**config.mk**
```make
export PLATFORM = sky130hd
export DESIGN_NAME = hrd_regs
export DESIGN_NICKNAME = d
export VERILOG_FILES = /design/src/hrd_pkg.sv /design/src/hrd_regs.sv
export VERILOG_INCLUDE_DIRS = /design/src
export SDC_FILE = /design/constraint.sdc
export NUM_CORES = 1
export LEC_CHECK = 0
export CORE_MARGIN = 4
export CORE_UTILIZATION = 50
export CTS_CLUSTER_DIAMETER = 60
export DETAILED_ROUTE_END_ITERATION = 8
export DONT_BUFFER_PORTS = 1
export GPL_ROUTABILITY_DRIVEN = 0
export MAX_ROUTING_LAYER = met4
export PLACE_DENSITY = 0.65
export SYNTH_ARGS = -nofsm -noshare
export SYNTH_HDL_FRONTEND = slang
export SYNTH_SLANG_ARGS = --single-unit
```
**constraint.sdc**
```tcl
create_clock -name CLOCK -period 2.5 [get_ports CLOCK]
set_input_delay 0.375 -clock CLOCK [delete_from_list [all_inputs] [get_ports CLOCK]]
set_output_delay 0.375 -clock CLOCK [all_outputs]
set_load 0.01 [all_outputs]
```
**src/hrd_defs.svh**
```systemverilog
`ifndef HRD_DEFS_SVH
`define HRD_DEFS_SVH

// Byte offsets (bearer bank 0x00..0x73, signalling bank 0x80..0xBA)
`define HRD_B_LO               8'h00
`define HRD_B_HI               8'h73
`define HRD_D_LO               8'h80
`define HRD_D_HI               8'hBA
`define HRD_OFF_B_IRQ_STATUS   8'h20
`define HRD_OFF_B_IRQ_MASK     8'h24
`define HRD_OFF_B_STATUS       8'h28
`define HRD_OFF_B_COMMAND      8'h2C
`define HRD_OFF_B_MODE         8'h30
`define HRD_OFF_B_EXT_IRQ      8'h34
`define HRD_OFF_B_CTRL_ONE     8'h38
`define HRD_OFF_B_CTRL_TWO     8'h3C
`define HRD_OFF_B_TX_CNT_HI    8'h40
`define HRD_OFF_B_RX_CNT_HI    8'h44
`define HRD_OFF_B_TX_SLOT      8'h48
`define HRD_OFF_B_RX_SLOT      8'h4C
`define HRD_OFF_D_IRQ_STATUS   8'h80
`define HRD_OFF_D_IRQ_MASK     8'h84
`define HRD_OFF_D_EXT_IRQ      8'h88
`define HRD_OFF_D_STATUS       8'h8C
`define HRD_OFF_D_COMMAND      8'h90
`define HRD_OFF_D_MODE         8'h94
`define HRD_OFF_D_RX_CNT_LO    8'h98
`define HRD_OFF_D_RX_CNT_HI    8'h9C
`define HRD_OFF_SERIAL_CTRL    8'hA0
`define HRD_OFF_CI_RECEIVE     8'hA4
`define HRD_OFF_CI_TRANSMIT    8'hA8
`define HRD_OFF_SYNC_CTRL      8'hAC
`define HRD_OFF_FILL_CFG       8'hB0

// Reset values
`define HRD_RST_ZERO           8'h00
`define HRD_RST_STATUS         8'h48
`define HRD_RST_CI_RECEIVE     8'h7C
`define HRD_RST_CI_TRANSMIT    8'h3F
`define HRD_RST_CNT_HI_LOW5    5'h00

// Field positions
`define HRD_CTRL_ONE_PWR_UP    6
`define HRD_SERIAL_DRIVE_LOW   7
`define HRD_STATUS_CMD_BUSY    2
`define HRD_CMD_RESET_RX       6
`define HRD_CMD_BUSY_CYCLES    4'h3

`endif

```
**src/hrd_pkg.sv**
```systemverilog
package hrd_pkg;
   typedef enum logic [1:0] {
      HRD_IDLE    = 2'b00,
      HRD_ACTIVE  = 2'b01
   } hrd_state_type;
endpackage : hrd_pkg

```
**src/hrd_regs.sv**
```systemverilog
`include "hrd_defs.svh"

// Operation
// - Reset puts device idle, registers at defaults
// - Bearer registers decode 00h through 73h
// - Signalling registers decode 80h through BAh
// - Bearer control one resets to 00
// - Bearer control two resets to 00
// - Bearer mode register resets to 00
// - Bearer status reads 48 after reset
// - Bearer interrupt status, mask, extended reset 00
// - Bearer byte count high registers reset 00
// - Signalling status reads 48 after reset
// - Signalling count low 00, high low5 clear
// - Serial control resets 00, upstream line high
// - Command/indicate receive resets to 7C
// - Command/indicate transmit resets to 3F
// - Synchronous transfer control resets to 00
// - Frame fill config resets to 00
module hrd_regs (
   input  wire logic        CLOCK,
   input  wire logic        RESET_N,
   input  wire logic        HSEL,
   input  wire logic [31:0] HADDR,
   input  wire logic [1:0]  HTRANS,
   input  wire logic        HWRITE,
   input  wire logic [2:0]  HSIZE,
   input  wire logic [31:0] HWDATA,
   input  wire logic        HREADY,
   output logic      [31:0] HRDATA,
   output logic             HREADYOUT,
   output logic             HRESP,
   input  wire logic [7:0]  B_EVENT,
   input  wire logic [7:0]  D_EVENT,
   input  wire logic [7:0]  CI_RX_CODE,
   input  wire logic        CI_RX_LOAD,
   output logic             IRQ,
   output logic             UPSTREAM_LINE_O,
   output logic             UPSTREAM_LINE_OE,
   output logic             POWERED_UP,
   output logic [7:0]       CI_TX_CODE
);

   logic                  ph_valid;
   logic                  ph_write;
   logic [7:0]            ph_addr;
   logic                  rd_go;
   logic                  wr_go;
   logic [7:0]            rd_mux;
   logic                  hit_any;
   logic [7:0]            b_ctrl_one;
   logic [7:0]            b_ctrl_two;
   logic [7:0]            b_mode;
   logic [7:0]            b_irq_status;
   logic [7:0]            b_irq_mask;
   logic [7:0]            b_ext_irq;
   logic [7:0]            b_tx_cnt_hi;
   logic [7:0]            b_rx_cnt_hi;
   logic [7:0]            b_tx_slot;
   logic [7:0]            b_rx_slot;
   logic [7:0]            d_irq_status;
   logic [7:0]            d_irq_mask;
   logic [7:0]            d_ext_irq;
   logic [7:0]            d_mode;
   logic [7:0]            d_rx_cnt_lo;
   logic [4:0]            d_rx_cnt_hi;
   logic [7:0]            serial_ctrl;
   logic [7:0]            ci_receive;
   logic [7:0]            ci_transmit;
   logic [7:0]            sync_ctrl;
   logic [7:0]            fill_cfg;
   logic [3:0]            b_busy_cnt;
   logic [3:0]            d_busy_cnt;
   hrd_pkg::hrd_state_type state;
   hrd_pkg::hrd_state_type next_state;

   // Address phase capture; slave always ready, so data phase is one cycle
   always_ff @(posedge CLOCK or negedge RESET_N) begin
      if (!RESET_N) begin
         ph_valid <= 1'b0;
         ph_write <= 1'b0;
         ph_addr  <= 8'h00;
      end else if (HREADY) begin
         ph_valid <= HSEL & HTRANS[1];
         ph_write <= HWRITE;
         ph_addr  <= HADDR[7:0];
      end
   end

   assign HREADYOUT = 1'b1;
   assign HRESP     = 1'b0;
   assign wr_go     = ph_valid & ph_write;
   assign rd_go     = ph_valid & ~ph_write;

   // Banks decode only inside their windows; gaps read zero
   assign hit_any = (ph_addr <= `HRD_B_HI) ||
                    (ph_addr >= `HRD_D_LO && ph_addr <= `HRD_D_HI);

   always_comb begin
      rd_mux = 8'h00;
      if (hit_any) begin
         case (ph_addr)
            `HRD_OFF_B_IRQ_STATUS: rd_mux = b_irq_status;
            `HRD_OFF_B_IRQ_MASK:   rd_mux = b_irq_mask;
            `HRD_OFF_B_STATUS:     rd_mux = `HRD_RST_STATUS |
                                            {5'h00, (b_busy_cnt != 4'h0), 2'h0};
            `HRD_OFF_B_MODE:       rd_mux = b_mode;
            `HRD_OFF_B_EXT_IRQ:    rd_mux = b_ext_irq;
            `HRD_OFF_B_CTRL_ONE:   rd_mux = b_ctrl_one;
            `HRD_OFF_B_CTRL_TWO:   rd_mux = b_ctrl_two;
            `HRD_OFF_B_TX_CNT_HI:  rd_mux = b_tx_cnt_hi;
            `HRD_OFF_B_RX_CNT_HI:  rd_mux = b_rx_cnt_hi;
            `HRD_OFF_B_TX_SLOT:    rd_mux = b_tx_slot;
            `HRD_OFF_B_RX_SLOT:    rd_mux = b_rx_slot;
            `HRD_OFF_D_IRQ_STATUS: rd_mux = d_irq_status;
            `HRD_OFF_D_IRQ_MASK:   rd_mux = d_irq_mask;
            `HRD_OFF_D_EXT_IRQ:    rd_mux = d_ext_irq;
            `HRD_OFF_D_STATUS:     rd_mux = `HRD_RST_STATUS |
                                            {5'h00, (d_busy_cnt != 4'h0), 2'h0};
            `HRD_OFF_D_MODE:       rd_mux = d_mode;
            `HRD_OFF_D_RX_CNT_LO:  rd_mux = d_rx_cnt_lo;
            `HRD_OFF_D_RX_CNT_HI:  rd_mux = {3'h0, d_rx_cnt_hi};
            `HRD_OFF_SERIAL_CTRL:  rd_mux = serial_ctrl;
            `HRD_OFF_CI_RECEIVE:   rd_mux = ci_receive;
            `HRD_OFF_CI_TRANSMIT:  rd_mux = ci_transmit;
            `HRD_OFF_SYNC_CTRL:    rd_mux = sync_ctrl;
            `HRD_OFF_FILL_CFG:     rd_mux = fill_cfg;
            default:               rd_mux = 8'h00;
         endcase
      end
   end

   // Read data decoded combinationally from the captured address, ready in the data phase
   always_comb begin
      HRDATA = {24'h00_0000, rd_mux};
   end

   // Writable configuration registers
   always_ff @(posedge CLOCK or negedge RESET_N) begin
      if (!RESET_N) begin
         b_ctrl_one  <= `HRD_RST_ZERO;
         b_ctrl_two  <= `HRD_RST_ZERO;
         b_mode      <= `HRD_RST_ZERO;
         b_irq_mask  <= `HRD_RST_ZERO;
         b_tx_cnt_hi <= `HRD_RST_ZERO;
         b_tx_slot   <= `HRD_RST_ZERO;
         b_rx_slot   <= `HRD_RST_ZERO;
         d_irq_mask  <= `HRD_RST_ZERO;
         d_mode      <= `HRD_RST_ZERO;
         serial_ctrl <= `HRD_RST_ZERO;
         ci_transmit <= `HRD_RST_CI_TRANSMIT;
         sync_ctrl   <= `HRD_RST_ZERO;
         fill_cfg    <= `HRD_RST_ZERO;
      end else if (wr_go) begin
         case (ph_addr)
            `HRD_OFF_B_CTRL_ONE:  b_ctrl_one  <= HWDATA[7:0];
            `HRD_OFF_B_CTRL_TWO:  b_ctrl_two  <= HWDATA[7:0];
            `HRD_OFF_B_MODE:      b_mode      <= HWDATA[7:0];
            `HRD_OFF_B_IRQ_MASK:  b_irq_mask  <= HWDATA[7:0];
            `HRD_OFF_B_TX_CNT_HI: b_tx_cnt_hi <= HWDATA[7:0];
            `HRD_OFF_B_TX_SLOT:   b_tx_slot   <= HWDATA[7:0];
            `HRD_OFF_B_RX_SLOT:   b_rx_slot   <= HWDATA[7:0];
            `HRD_OFF_D_IRQ_MASK:  d_irq_mask  <= HWDATA[7:0];
            `HRD_OFF_D_MODE:      d_mode      <= HWDATA[7:0];
            `HRD_OFF_SERIAL_CTRL: serial_ctrl <= HWDATA[7:0];
            `HRD_OFF_CI_TRANSMIT: ci_transmit <= HWDATA[7:0];
            `HRD_OFF_SYNC_CTRL:   sync_ctrl   <= HWDATA[7:0];
            `HRD_OFF_FILL_CFG:    fill_cfg    <= HWDATA[7:0];
            default:              ;
         endcase
      end
   end

   // Sticky event bits; an event in the clearing read cycle survives
   always_ff @(posedge CLOCK or negedge RESET_N) begin
      if (!RESET_N) begin
         b_irq_status <= `HRD_RST_ZERO;
         b_ext_irq    <= `HRD_RST_ZERO;
         d_irq_status <= `HRD_RST_ZERO;
         d_ext_irq    <= `HRD_RST_ZERO;
      end else begin
         b_irq_status <= ((rd_go && ph_addr == `HRD_OFF_B_IRQ_STATUS) ? 8'h00 : b_irq_status)
                         | B_EVENT;
         d_irq_status <= ((rd_go && ph_addr == `HRD_OFF_D_IRQ_STATUS) ? 8'h00 : d_irq_status)
                         | D_EVENT;
         b_ext_irq    <= (rd_go && ph_addr == `HRD_OFF_B_EXT_IRQ) ? 8'h00 : b_ext_irq;
         d_ext_irq    <= ((rd_go && ph_addr == `HRD_OFF_D_EXT_IRQ) ? 8'h00 : d_ext_irq)
                         | {7'h00, CI_RX_LOAD & (CI_RX_CODE[5:2] != ci_receive[5:2])};
      end
   end

   // Command writes hold the busy flag for a few cycles; reset-receive clears counts
   always_ff @(posedge CLOCK or negedge RESET_N) begin
      if (!RESET_N) begin
         b_busy_cnt  <= 4'h0;
         d_busy_cnt  <= 4'h0;
         b_rx_cnt_hi <= `HRD_RST_ZERO;
         d_rx_cnt_lo <= `HRD_RST_ZERO;
         d_rx_cnt_hi <= `HRD_RST_CNT_HI_LOW5;
      end else begin
         if (wr_go && ph_addr == `HRD_OFF_B_COMMAND) begin
            b_busy_cnt <= `HRD_CMD_BUSY_CYCLES;
            if (HWDATA[`HRD_CMD_RESET_RX]) begin
               b_rx_cnt_hi <= `HRD_RST_ZERO;
            end
         end else if (b_busy_cnt != 4'h0) begin
            b_busy_cnt <= b_busy_cnt - 4'h1;
         end
         if (wr_go && ph_addr == `HRD_OFF_D_COMMAND) begin
            d_busy_cnt <= `HRD_CMD_BUSY_CYCLES;
            if (HWDATA[`HRD_CMD_RESET_RX]) begin
               d_rx_cnt_lo <= `HRD_RST_ZERO;
               d_rx_cnt_hi <= `HRD_RST_CNT_HI_LOW5;
            end
         end else if (d_busy_cnt != 4'h0) begin
            d_busy_cnt <= d_busy_cnt - 4'h1;
         end
      end
   end

   // Received command/indicate code latched on a load strobe
   always_ff @(posedge CLOCK or negedge RESET_N) begin
      if (!RESET_N) begin
         ci_receive <= `HRD_RST_CI_RECEIVE;
      end else if (CI_RX_LOAD) begin
         ci_receive <= CI_RX_CODE;
      end
   end

   // Idle until software powers up the bearer channel
   always_comb begin
      case (state)
         hrd_pkg::HRD_IDLE:   next_state = b_ctrl_one[`HRD_CTRL_ONE_PWR_UP] ?
                                           hrd_pkg::HRD_ACTIVE : hrd_pkg::HRD_IDLE;
         hrd_pkg::HRD_ACTIVE: next_state = b_ctrl_one[`HRD_CTRL_ONE_PWR_UP] ?
                                           hrd_pkg::HRD_ACTIVE : hrd_pkg::HRD_IDLE;
         default:             next_state = hrd_pkg::HRD_IDLE;
      endcase
   end

   always_ff @(posedge CLOCK or negedge RESET_N) begin
      if (!RESET_N) begin
         state <= hrd_pkg::HRD_IDLE;
      end else begin
         state <= next_state;
      end
   end

   // Open-drain upstream line: released (high) unless software pulls it low
   assign UPSTREAM_LINE_O  = 1'b0;
   assign UPSTREAM_LINE_OE = serial_ctrl[`HRD_SERIAL_DRIVE_LOW];
   assign POWERED_UP       = (state == hrd_pkg::HRD_ACTIVE);
   assign CI_TX_CODE       = ci_transmit;
   assign IRQ = |(b_irq_status & ~b_irq_mask) | |(d_irq_status & ~d_irq_mask) |
                |b_ext_irq | |(d_ext_irq & ~d_irq_mask);

endmodule : hrd_regs

```
==> results.md, run 1 <==
* Count of pins over their slew limit at 0
* Placed cells at 829
* Max IR drop VDD at 480 uV
* Vias post-DR at 5506
* Initial antenna violation count at 0
* Buffer depth of the longest clock path at 2
* Crit path DAT at 2270 ps
* Number of I/O port buffers at 0
* Final WS setup at -142 ps
* Clock root buffer: clkbuf_16
* Initial core utilization at 50.9%
* HP Class: input port to async pin
* Syn. warnings at 0
* GR Util All Layers at 26.8%
* CTS Buf Count at 17
* I/O pin cnt at 145
* Wire per inst at 23.5 um
* Clock Sinks at 148
* Kind of critical path: flop to output port
* Final min period at 2640 ps
* Status: complete, but fails checks
* Filler Cells Inserted at 1120
* Row count at 44
* Setup violations, final at 8
* H-tree depth at 4
* P&R area growth vs syn at 20.4%
* Avg Cell Area, Syn at 11.7 um^2
* Detailed Place HPWL at 14.3 mm
* Tcrit/Tclk final at 106%
* DR iter-0 viols at 580
* Wirelength, routed at 20.9 mm
* Clk_lat worst skew at 440 ps
* Max cap viols at 0
* CP max FO at 6
* Pwr dens at 699 nW/um^2
* Clock transition at path regs at 60 ps
* FF+latch count, synth at 148
* CTS tree: done
* Synth Flop Type: dfrtp_1
* Max Clock Freq at 379 MHz
* Commonest non-fill, non-tap cell in the layout: dfrtp_1
* DRC at 0
* Hold_ws at -353 ps
* Pin count of the biggest net entering global routing at 149
* Startpoint Class: flop
* CP max stage cell: or4_4
* Most frequent cells in the layout: 129 x dfrtp_1, 118 x mux2_2, 59 x buf_4, 33 x nand2_1, 27 x conb_1
* Layout cells sized above 1 at 43.5%
* First-pass GRT wire length at 32.5 mm
* Failing checks: hold timing, setup timing
* Ys async rst share at 100%
* Die area at 16800 um^2
* Antenna diode count at 0
* Global route overflow at 0
* Final hold vios at 148
* Syn Inst Count at 633
* RSZ-0062 raised after global routing: true
* CP delay by family, top: simple AND/OR/NAND/NOR gates
* Post-Layout Cell Count at 888
* ANT nets after route at 0
* Chip Width at 130 um
* Fin nets at 792
* Worst EP required at 2120 ps
* Via-to-Cell Ratio at 6.20
* Number of synthesized flops with an enable pin at 0
* CP max stage delay at 570 ps
* Post-Synthesis Cell Area at 7390 um^2
* Buf/Inv on CP at 2
* Netlist cell types at 68
* Vias in the first global route at 5607
* Critical-path cell list: buf_8 -> nor4b_4 -> buf_4 -> a22oi_2 -> o22ai_1 -> or4_4
* CP endpoint kind: output port
* Die span in y at 130 um
* Register area share after synthesis at 50.3%
* Pleak at 3.97 nW
* Clock skew at 10.8 ps
* Core ar. at 14500 um^2
* Drt first pass iters at 5
cell families after synthesis:
group,Yosys count,share of synthesized area [%]
AOI/OAI and AO/OA,119,11.5
xor gates and xnor gates,6,0.711
adders and majority gates,2,0.338
buffers and inverters,83,5.94
DFF,148,50.3
muxes,134,20.1
other,2,0.102
and+or+nand+nor,139,11.0
power breakdown:
part | switching, mW | leakage [nW] | total (mW) | internal (mW)
logic | 0.434 | 1.83 | 0.866 | 0.432
clock network | 0.994 | 0.296 | 2.65 | 1.66
registers | 0.151 | 1.84 | 2.70 | 2.55
state kept, by name, indices dropped and copies added, names as in the netlist, 4 cells and up:
signal	cells
d_mode	8
d_busy_cnt	4
ci_receive	8
d_irq_status	8
b_busy_cnt	4
b_mode	8
b_tx_cnt_hi	8
b_ctrl_two	8
CI_TX_CODE	8
b_rx_slot	8
fill_cfg	8
b_ctrl_one	8
b_tx_slot	8
b_irq_mask	8
d_irq_mask	8
ph_addr	8
serial_ctrl	8
b_irq_status	8
sync_ctrl	8
worst register-to-register path, cell delays in order, from the launching register on:
cell and delay (ps):
dfrtp_2 450, buf_12 180, nor2_1 330, nand2_4 200, or4_1 740, a21o_1 270
synthesized netlist by cell type (3+ instances only):
library cell  number  area [um^2]
nand3_1           13         65.1
nor3_1             7         35.0
buf_4             28          210
dfstp_2           11          289
xnor2_1            6         52.6
o21ai_0           15         75.1
a22o_1             5         43.8
nor2b_1            8         50.1
mux2_2           118         1330
nor2_2            11         68.8
a21oi_1           16         80.1
nand2_1           34          128
or3_1              5         31.3
nand4_1            3         18.8
a222oi_1           3         30.0
buf_1              7         26.3
buf_2             12         60.1
nor2_1            19         71.3
o22ai_1           10         62.6
a32oi_1            7         61.3
nand3b_1           7         52.6
a21o_1            17          128
inv_1             23         86.3
dfrtp_1          137         3430
mux2i_1           16          160
clkbuf_1          12         45.0
or4_1              4         30.0
a31oi_1            3         18.8
nor3b_1            3         22.5
a22oi_1           20          150
and2_1             4         25.0
metal layers:
layer | global-route usage [%] | part of all wire, % | routed length [um] | up-vias
met2 | 39.8 | 47 | 9860 | 302
met1 | 35.3 | 41 | 8540 | 2758
li1 | - | - | - | 2382
met4 | 10.3 | 3.3 | 699 | 0
met5 | - | 0 | 0 | -
met3 | 7.17 | 8.5 | 1770 | 64
area by class of cell:
| class | count | area, um^2 | area share, % |
|---|---|---|---|
| tap | 184 | 230 | 2.59 |
| multi-input combinational | 427 | 3620 | 40.7 |
| clock buffer | 25 | 485 | 5.45 |
| sequential | 148 | 3730 | 41.9 |
| inverter | 23 | 86.3 | 0.970 |
| clock inverter | 7 | 121 | 1.36 |
| timing repair buffer | 74 | 633 | 7.11 |
metrics by stage:
step	util [%]	setup WS, ps	area, um^2	setup TNS [ps]	power (mW)
2_1_floorplan	-	309	7490	0	3.23
6_report	61.3	-142	8900	-818	6.22
5_1_grt	61.3	-170	8900	-1260	6.46
4_1_cts	60.7	-137	8820	-639	6.22
3_3_place_gp	53.2	29.5	7740	0	3.38
3_5_place_dp	53.2	14.8	7740	0	3.41
timing repair:
item	CTS	global route
hold endpoints to repair	148	148
endpoints found under the setup margin	8	8
setup buffers	25	4
gates resized for setup	73	12
pin swaps	22	15
worst paths after layout:
check | end | cells after the start | start | slack [ps]
setup / recovery | HRDATA[3] | 6 | ph_addr[6] | -140
hold / removal | d_busy_cnt[2] | 0 | RESET_N | -350
setup reg to reg | b_irq_status[6] | 5 | ph_addr[3] | 220
hold reg to reg | state[0] | 0 | b_ctrl_one[6] | 410
max in group asynchronous | CI_TX_CODE[3] | 0 | RESET_N | 2480
min in group CLOCK | d_irq_status[1] | 1 | D_EVENT[1] | 30
Note: power is estimated with default switching activity, not from simulation.
==> run 2, diff against run 1 <==
--- a/config.mk
+++ b/config.mk
@@ -6,14 +6,17 @@
 export SDC_FILE = /design/constraint.sdc
 export NUM_CORES = 1
 export LEC_CHECK = 0
+export ABC_AREA = 1
+export CELL_PAD_IN_SITES_DETAIL_PLACEMENT = 1
+export CELL_PAD_IN_SITES_GLOBAL_PLACEMENT = 2
 export CORE_MARGIN = 4
-export CORE_UTILIZATION = 50
+export CORE_UTILIZATION = 37
 export CTS_CLUSTER_DIAMETER = 60
 export DETAILED_ROUTE_END_ITERATION = 8
 export DONT_BUFFER_PORTS = 1
 export GPL_ROUTABILITY_DRIVEN = 0
 export MAX_ROUTING_LAYER = met4
-export PLACE_DENSITY = 0.65
+export PLACE_DENSITY = 0.79
 export SYNTH_ARGS = -nofsm -noshare
 export SYNTH_HDL_FRONTEND = slang
 export SYNTH_SLANG_ARGS = --single-unit
==> constraint.sdc (replaced) <==
create_clock -name CLOCK -period 2.6 [get_ports CLOCK]
set_input_delay 0.39 -clock CLOCK [delete_from_list [all_inputs] [get_ports CLOCK]]
set_output_delay 0.39 -clock CLOCK [all_outputs]
set_load 0.01 [all_outputs]
==> run 2 against run 1 <==
  * The flow finishes with violations (hold timing)
  * Critical path depth rose by 1
  * Hold slack gained 3.6 ps
  * Utilization is 18 points lower
  * Sequential power decreased by 2%
  * Clock skew decreased by 2.4 ps
  * Register-to-register slack improved by 410 ps
  * Combinational power is 12% lower
  * Non-clock buffer count down 49
  * Setup slack better by 240 ps
  * Final area down 6.2%
  * Largest cell class unchanged
  * Largest power group unchanged
==> results.md, run 2 <==
* Status: complete, but fails checks
* Failing checks: hold timing
* Most common cell in the netlist: nand2_1
* Final WS setup at 93.9 ps (+236 ps)
* Count of pins over their slew limit at 0 (unchanged)
* H-tree depth at 4 (unchanged)
* CP delay by family, top: simple AND/OR/NAND/NOR gates
* DRT met1 WL at 10.6 mm (+24%)
* PnR Total Power at 5.86 mW (-5.9%)
* CP max FO at 6 (unchanged)
* Register area share after synthesis at 50.6% (+0.36 points)
* Clock Sinks at 148 (unchanged)
* Wirelength, routed at 23.2 mm (+11%)
* Area share of the largest cell type after synthesis at 46.7% (+0.33 points)
* Via-to-Cell Ratio at 5.02 (-19%)
* Die area at 22200 um^2 (+32%)
* Initial antenna violation count at 0 (unchanged)
* Final Cell Area at 8350 um^2 (-6.2%)
* Worst-margin pin slew at 692 ps
* Number of I/O port buffers at 0 (unchanged)
* CTS Buf Count at 17 (unchanged)
* Vias post-DR at 5963 (+8.3%)
* Kind of critical path: flop to output port
* Netlist cell types at 38 (-44%)
* Crit path DAT at 2120 ps (-150 ps)
* CTS tree: done
* Post-Synthesis Cell Area at 7340 um^2 (-0.71%)
* Max Clock Freq at 399 MHz
* Buffer depth of the longest clock path at 2 (unchanged)
* GR Util All Layers at 22.4% (-4.4 points)
* Row count at 51 (+16%)
* Die span in y at 149 um (+15%)
* Layout cells sized above 1 at 15.7% (-28 points)
* Routed met2 length at 11.0 mm (+12%)
* Number of synthesized flops with an enable pin at 0 (unchanged)
* Largest area contributor in the netlist: dfrtp_1
* Fin Setup TNS at 0 ps (+818 ps)
* FF+latch count, synth at 148 (unchanged)
* P&R area growth vs syn at 13.8%
* Most frequent cells in the layout: 262 x nand2_1, 135 x dfrtp_1, 88 x o21ai_0, 76 x inv_1, 72 x nand3_1
* Detailed Place HPWL at 16.5 mm (+16%)
* Commonest non-fill, non-tap cell in the layout: nand2_1
* Initial core utilization at 37.7% (-13 points)
* DR WL met3 at 990 um (-44%)
* Pre-CTS setup slack at 341 ps (+326 ps)
* Max IR drop VDD at 432 uV (-10%)
* DR iter-0 viols at 363 (-37%)
* Core ar. at 19500 um^2 (+34%)
* Global route overflow at 0 (unchanged)
* Setup violations, final at 0 (-8)
* Hold_ws at -349 ps (+3.56 ps)
* Buf/Inv on CP at 0 (-2)
* Max cap viols at 0 (unchanged)
* Clock root buffer: clkbuf_16
* Crit path top cell by count: nand2_1
* R2r setup slk at 630 ps (+410 ps)
* Highest metal used: met4
* Final min period at 2510 ps
* Vias in the first global route at 6235 (+11%)
* DP Area at 7520 um^2 (-2.8%)
* CP max stage cell: dfrtp_1
* Syn. warnings at 0 (unchanged)
* First-pass GRT wire length at 36.2 mm (+11%)
* Top cells by count, synth: 266 x nand2_1, 137 x dfrtp_1, 90 x o21ai_0
* Synth area leaders: dfrtp_1 47%, nand2_1 14%, o21ai_0 6.1%
* Pleak at 4.16 nW (+4.7%)
* Chip Width at 149 um (+15%)
* Tcrit/Tclk final at 96.4%
* Drt first pass iters at 5 (unchanged)
* RSZ-0062 raised after global routing: true
* Critical-path cell list: nor2_4 -> nand3_1 -> nor2_2 -> nand2_1 -> o211ai_1 -> nor2_1 -> nand2_1
* Clock transition at path regs at 60 ps (about the same)
* Ys async rst share at 100% (unchanged)
* Fin nets at 1011 (+28%)
* Wire per inst at 19.5 um (-17%)
* Syn Inst Count at 898 (+42%)
* Rel. slew slack at 53.8%
* Avg Cell Area, Syn at 8.18 um^2 (-30%)
* ANT nets after route at 0 (unchanged)
* DRC at 0 (unchanged)
* Final hold vios at 148 (unchanged)
* Startpoint Class: flop
* Pwr dens at 701 nW/um^2 (+0.33%)
* Clk_lat worst skew at 430 ps (about the same)
* CP max stage delay at 400 ps (-170 ps)
* Pin count of the biggest net entering global routing at 149 (unchanged)
* Synth Flop Type: dfrtp_1
* Clock skew at 8.39 ps (-2.41 ps)
* CP endpoint kind: output port
* I/O pin cnt at 145 (unchanged)
* HP Class: input port to async pin
* Worst EP required at 2210 ps (+90 ps)
## run 2: cell count changes after synthesis, sizes merged, moves of 9 or more
| cell | delta |
|---|---|
| o21ai | +96 |
| nor2 | +42 |
| nand2 | +239 |
| mux2 | -109 |
| o21bai | +15 |
| a22oi | -20 |
| mux2i | -16 |
| nand3 | +63 |
| a21o | -17 |
| inv | +61 |
| a21oi | -9 |
## run 2: worst reg2reg max path: stages, from the launching register on
cell and delay, ps:
dfrtp_1 450, nor2_2 220, nand3_4 140, nor2_4 290
buf_4 180, nand2_1 310, nand2_1 150, o21ai_0 90
## run 2: timing repair
action	4_1_cts	5_1_grt
buffers inserted	7	5
setup endpoints to repair	8	8
hold endpoints to repair	148	148
resized for setup	8	30
pin swaps	3	6
## run 2: area by class of cell
class / instances / area (um^2)
sequential: 148 / 3720
fill: 2335 / 11100
timing repair buffer: 25 / 225
multi-input combinational: 634 / 3180
clock inverter: 8 / 72.6
inverter: 84 / 315
antenna: 1 / 2.50
clock buffer: 24 / 512
tap: 265 / 332
## run 2: power by group
part           switching (mW)  internal, mW  total [mW]
Combinational           0.486         0.276       0.762
Clock                   0.986          1.46        2.45
Sequential              0.130          2.51        2.64
Total                    1.60          4.25        5.86
## run 2: routing by layer
layer,track usage [%],up-vias
met3,4.38,40
met2,34.7,116
li1,-,2859
met4,8.38,0
met5,-,-
met1,29.4,2948
## run 2: final timing paths
kind / start / cells past startpoint / to
hold reg to reg: b_ctrl_one[6] / 0 / state[0]
min in group CLOCK: HREADY / 1 / ph_valid
max in group asynchronous: RESET_N / 0 / ci_receive[6]
setup / recovery: ph_addr[1] / 7 / HRDATA[6]
setup reg to reg: ph_addr[6] / 7 / b_ctrl_one[2]
hold / removal: RESET_N / 0 / d_busy_cnt[0]
## run 2: kinds of logic after synthesis
group / count (synthesis) / share of synthesized area, %
simple gates: 441 / 26.0
compound gates: 150 / 11.8
flops: 148 / 50.6
buf+inv: 141 / 9.13
mux: 9 / 1.38
xor+xnor: 5 / 0.596
fa+ha+maj: 2 / 0.341
other cells: 2 / 0.102
## run 2: per-stage QoR
stage / hold WS, ps / std cells / util (%)
2_1_floorplan: 94.4 / 923 / -
3_3_place_gp: 101 / 1144 / 38.7
3_5_place_dp: 101 / 1144 / 38.7
4_1_cts: -366 / 1183 / 42.1
5_1_grt: -369 / 1188 / 42.9
6_report: -349 / 1189 / 42.9
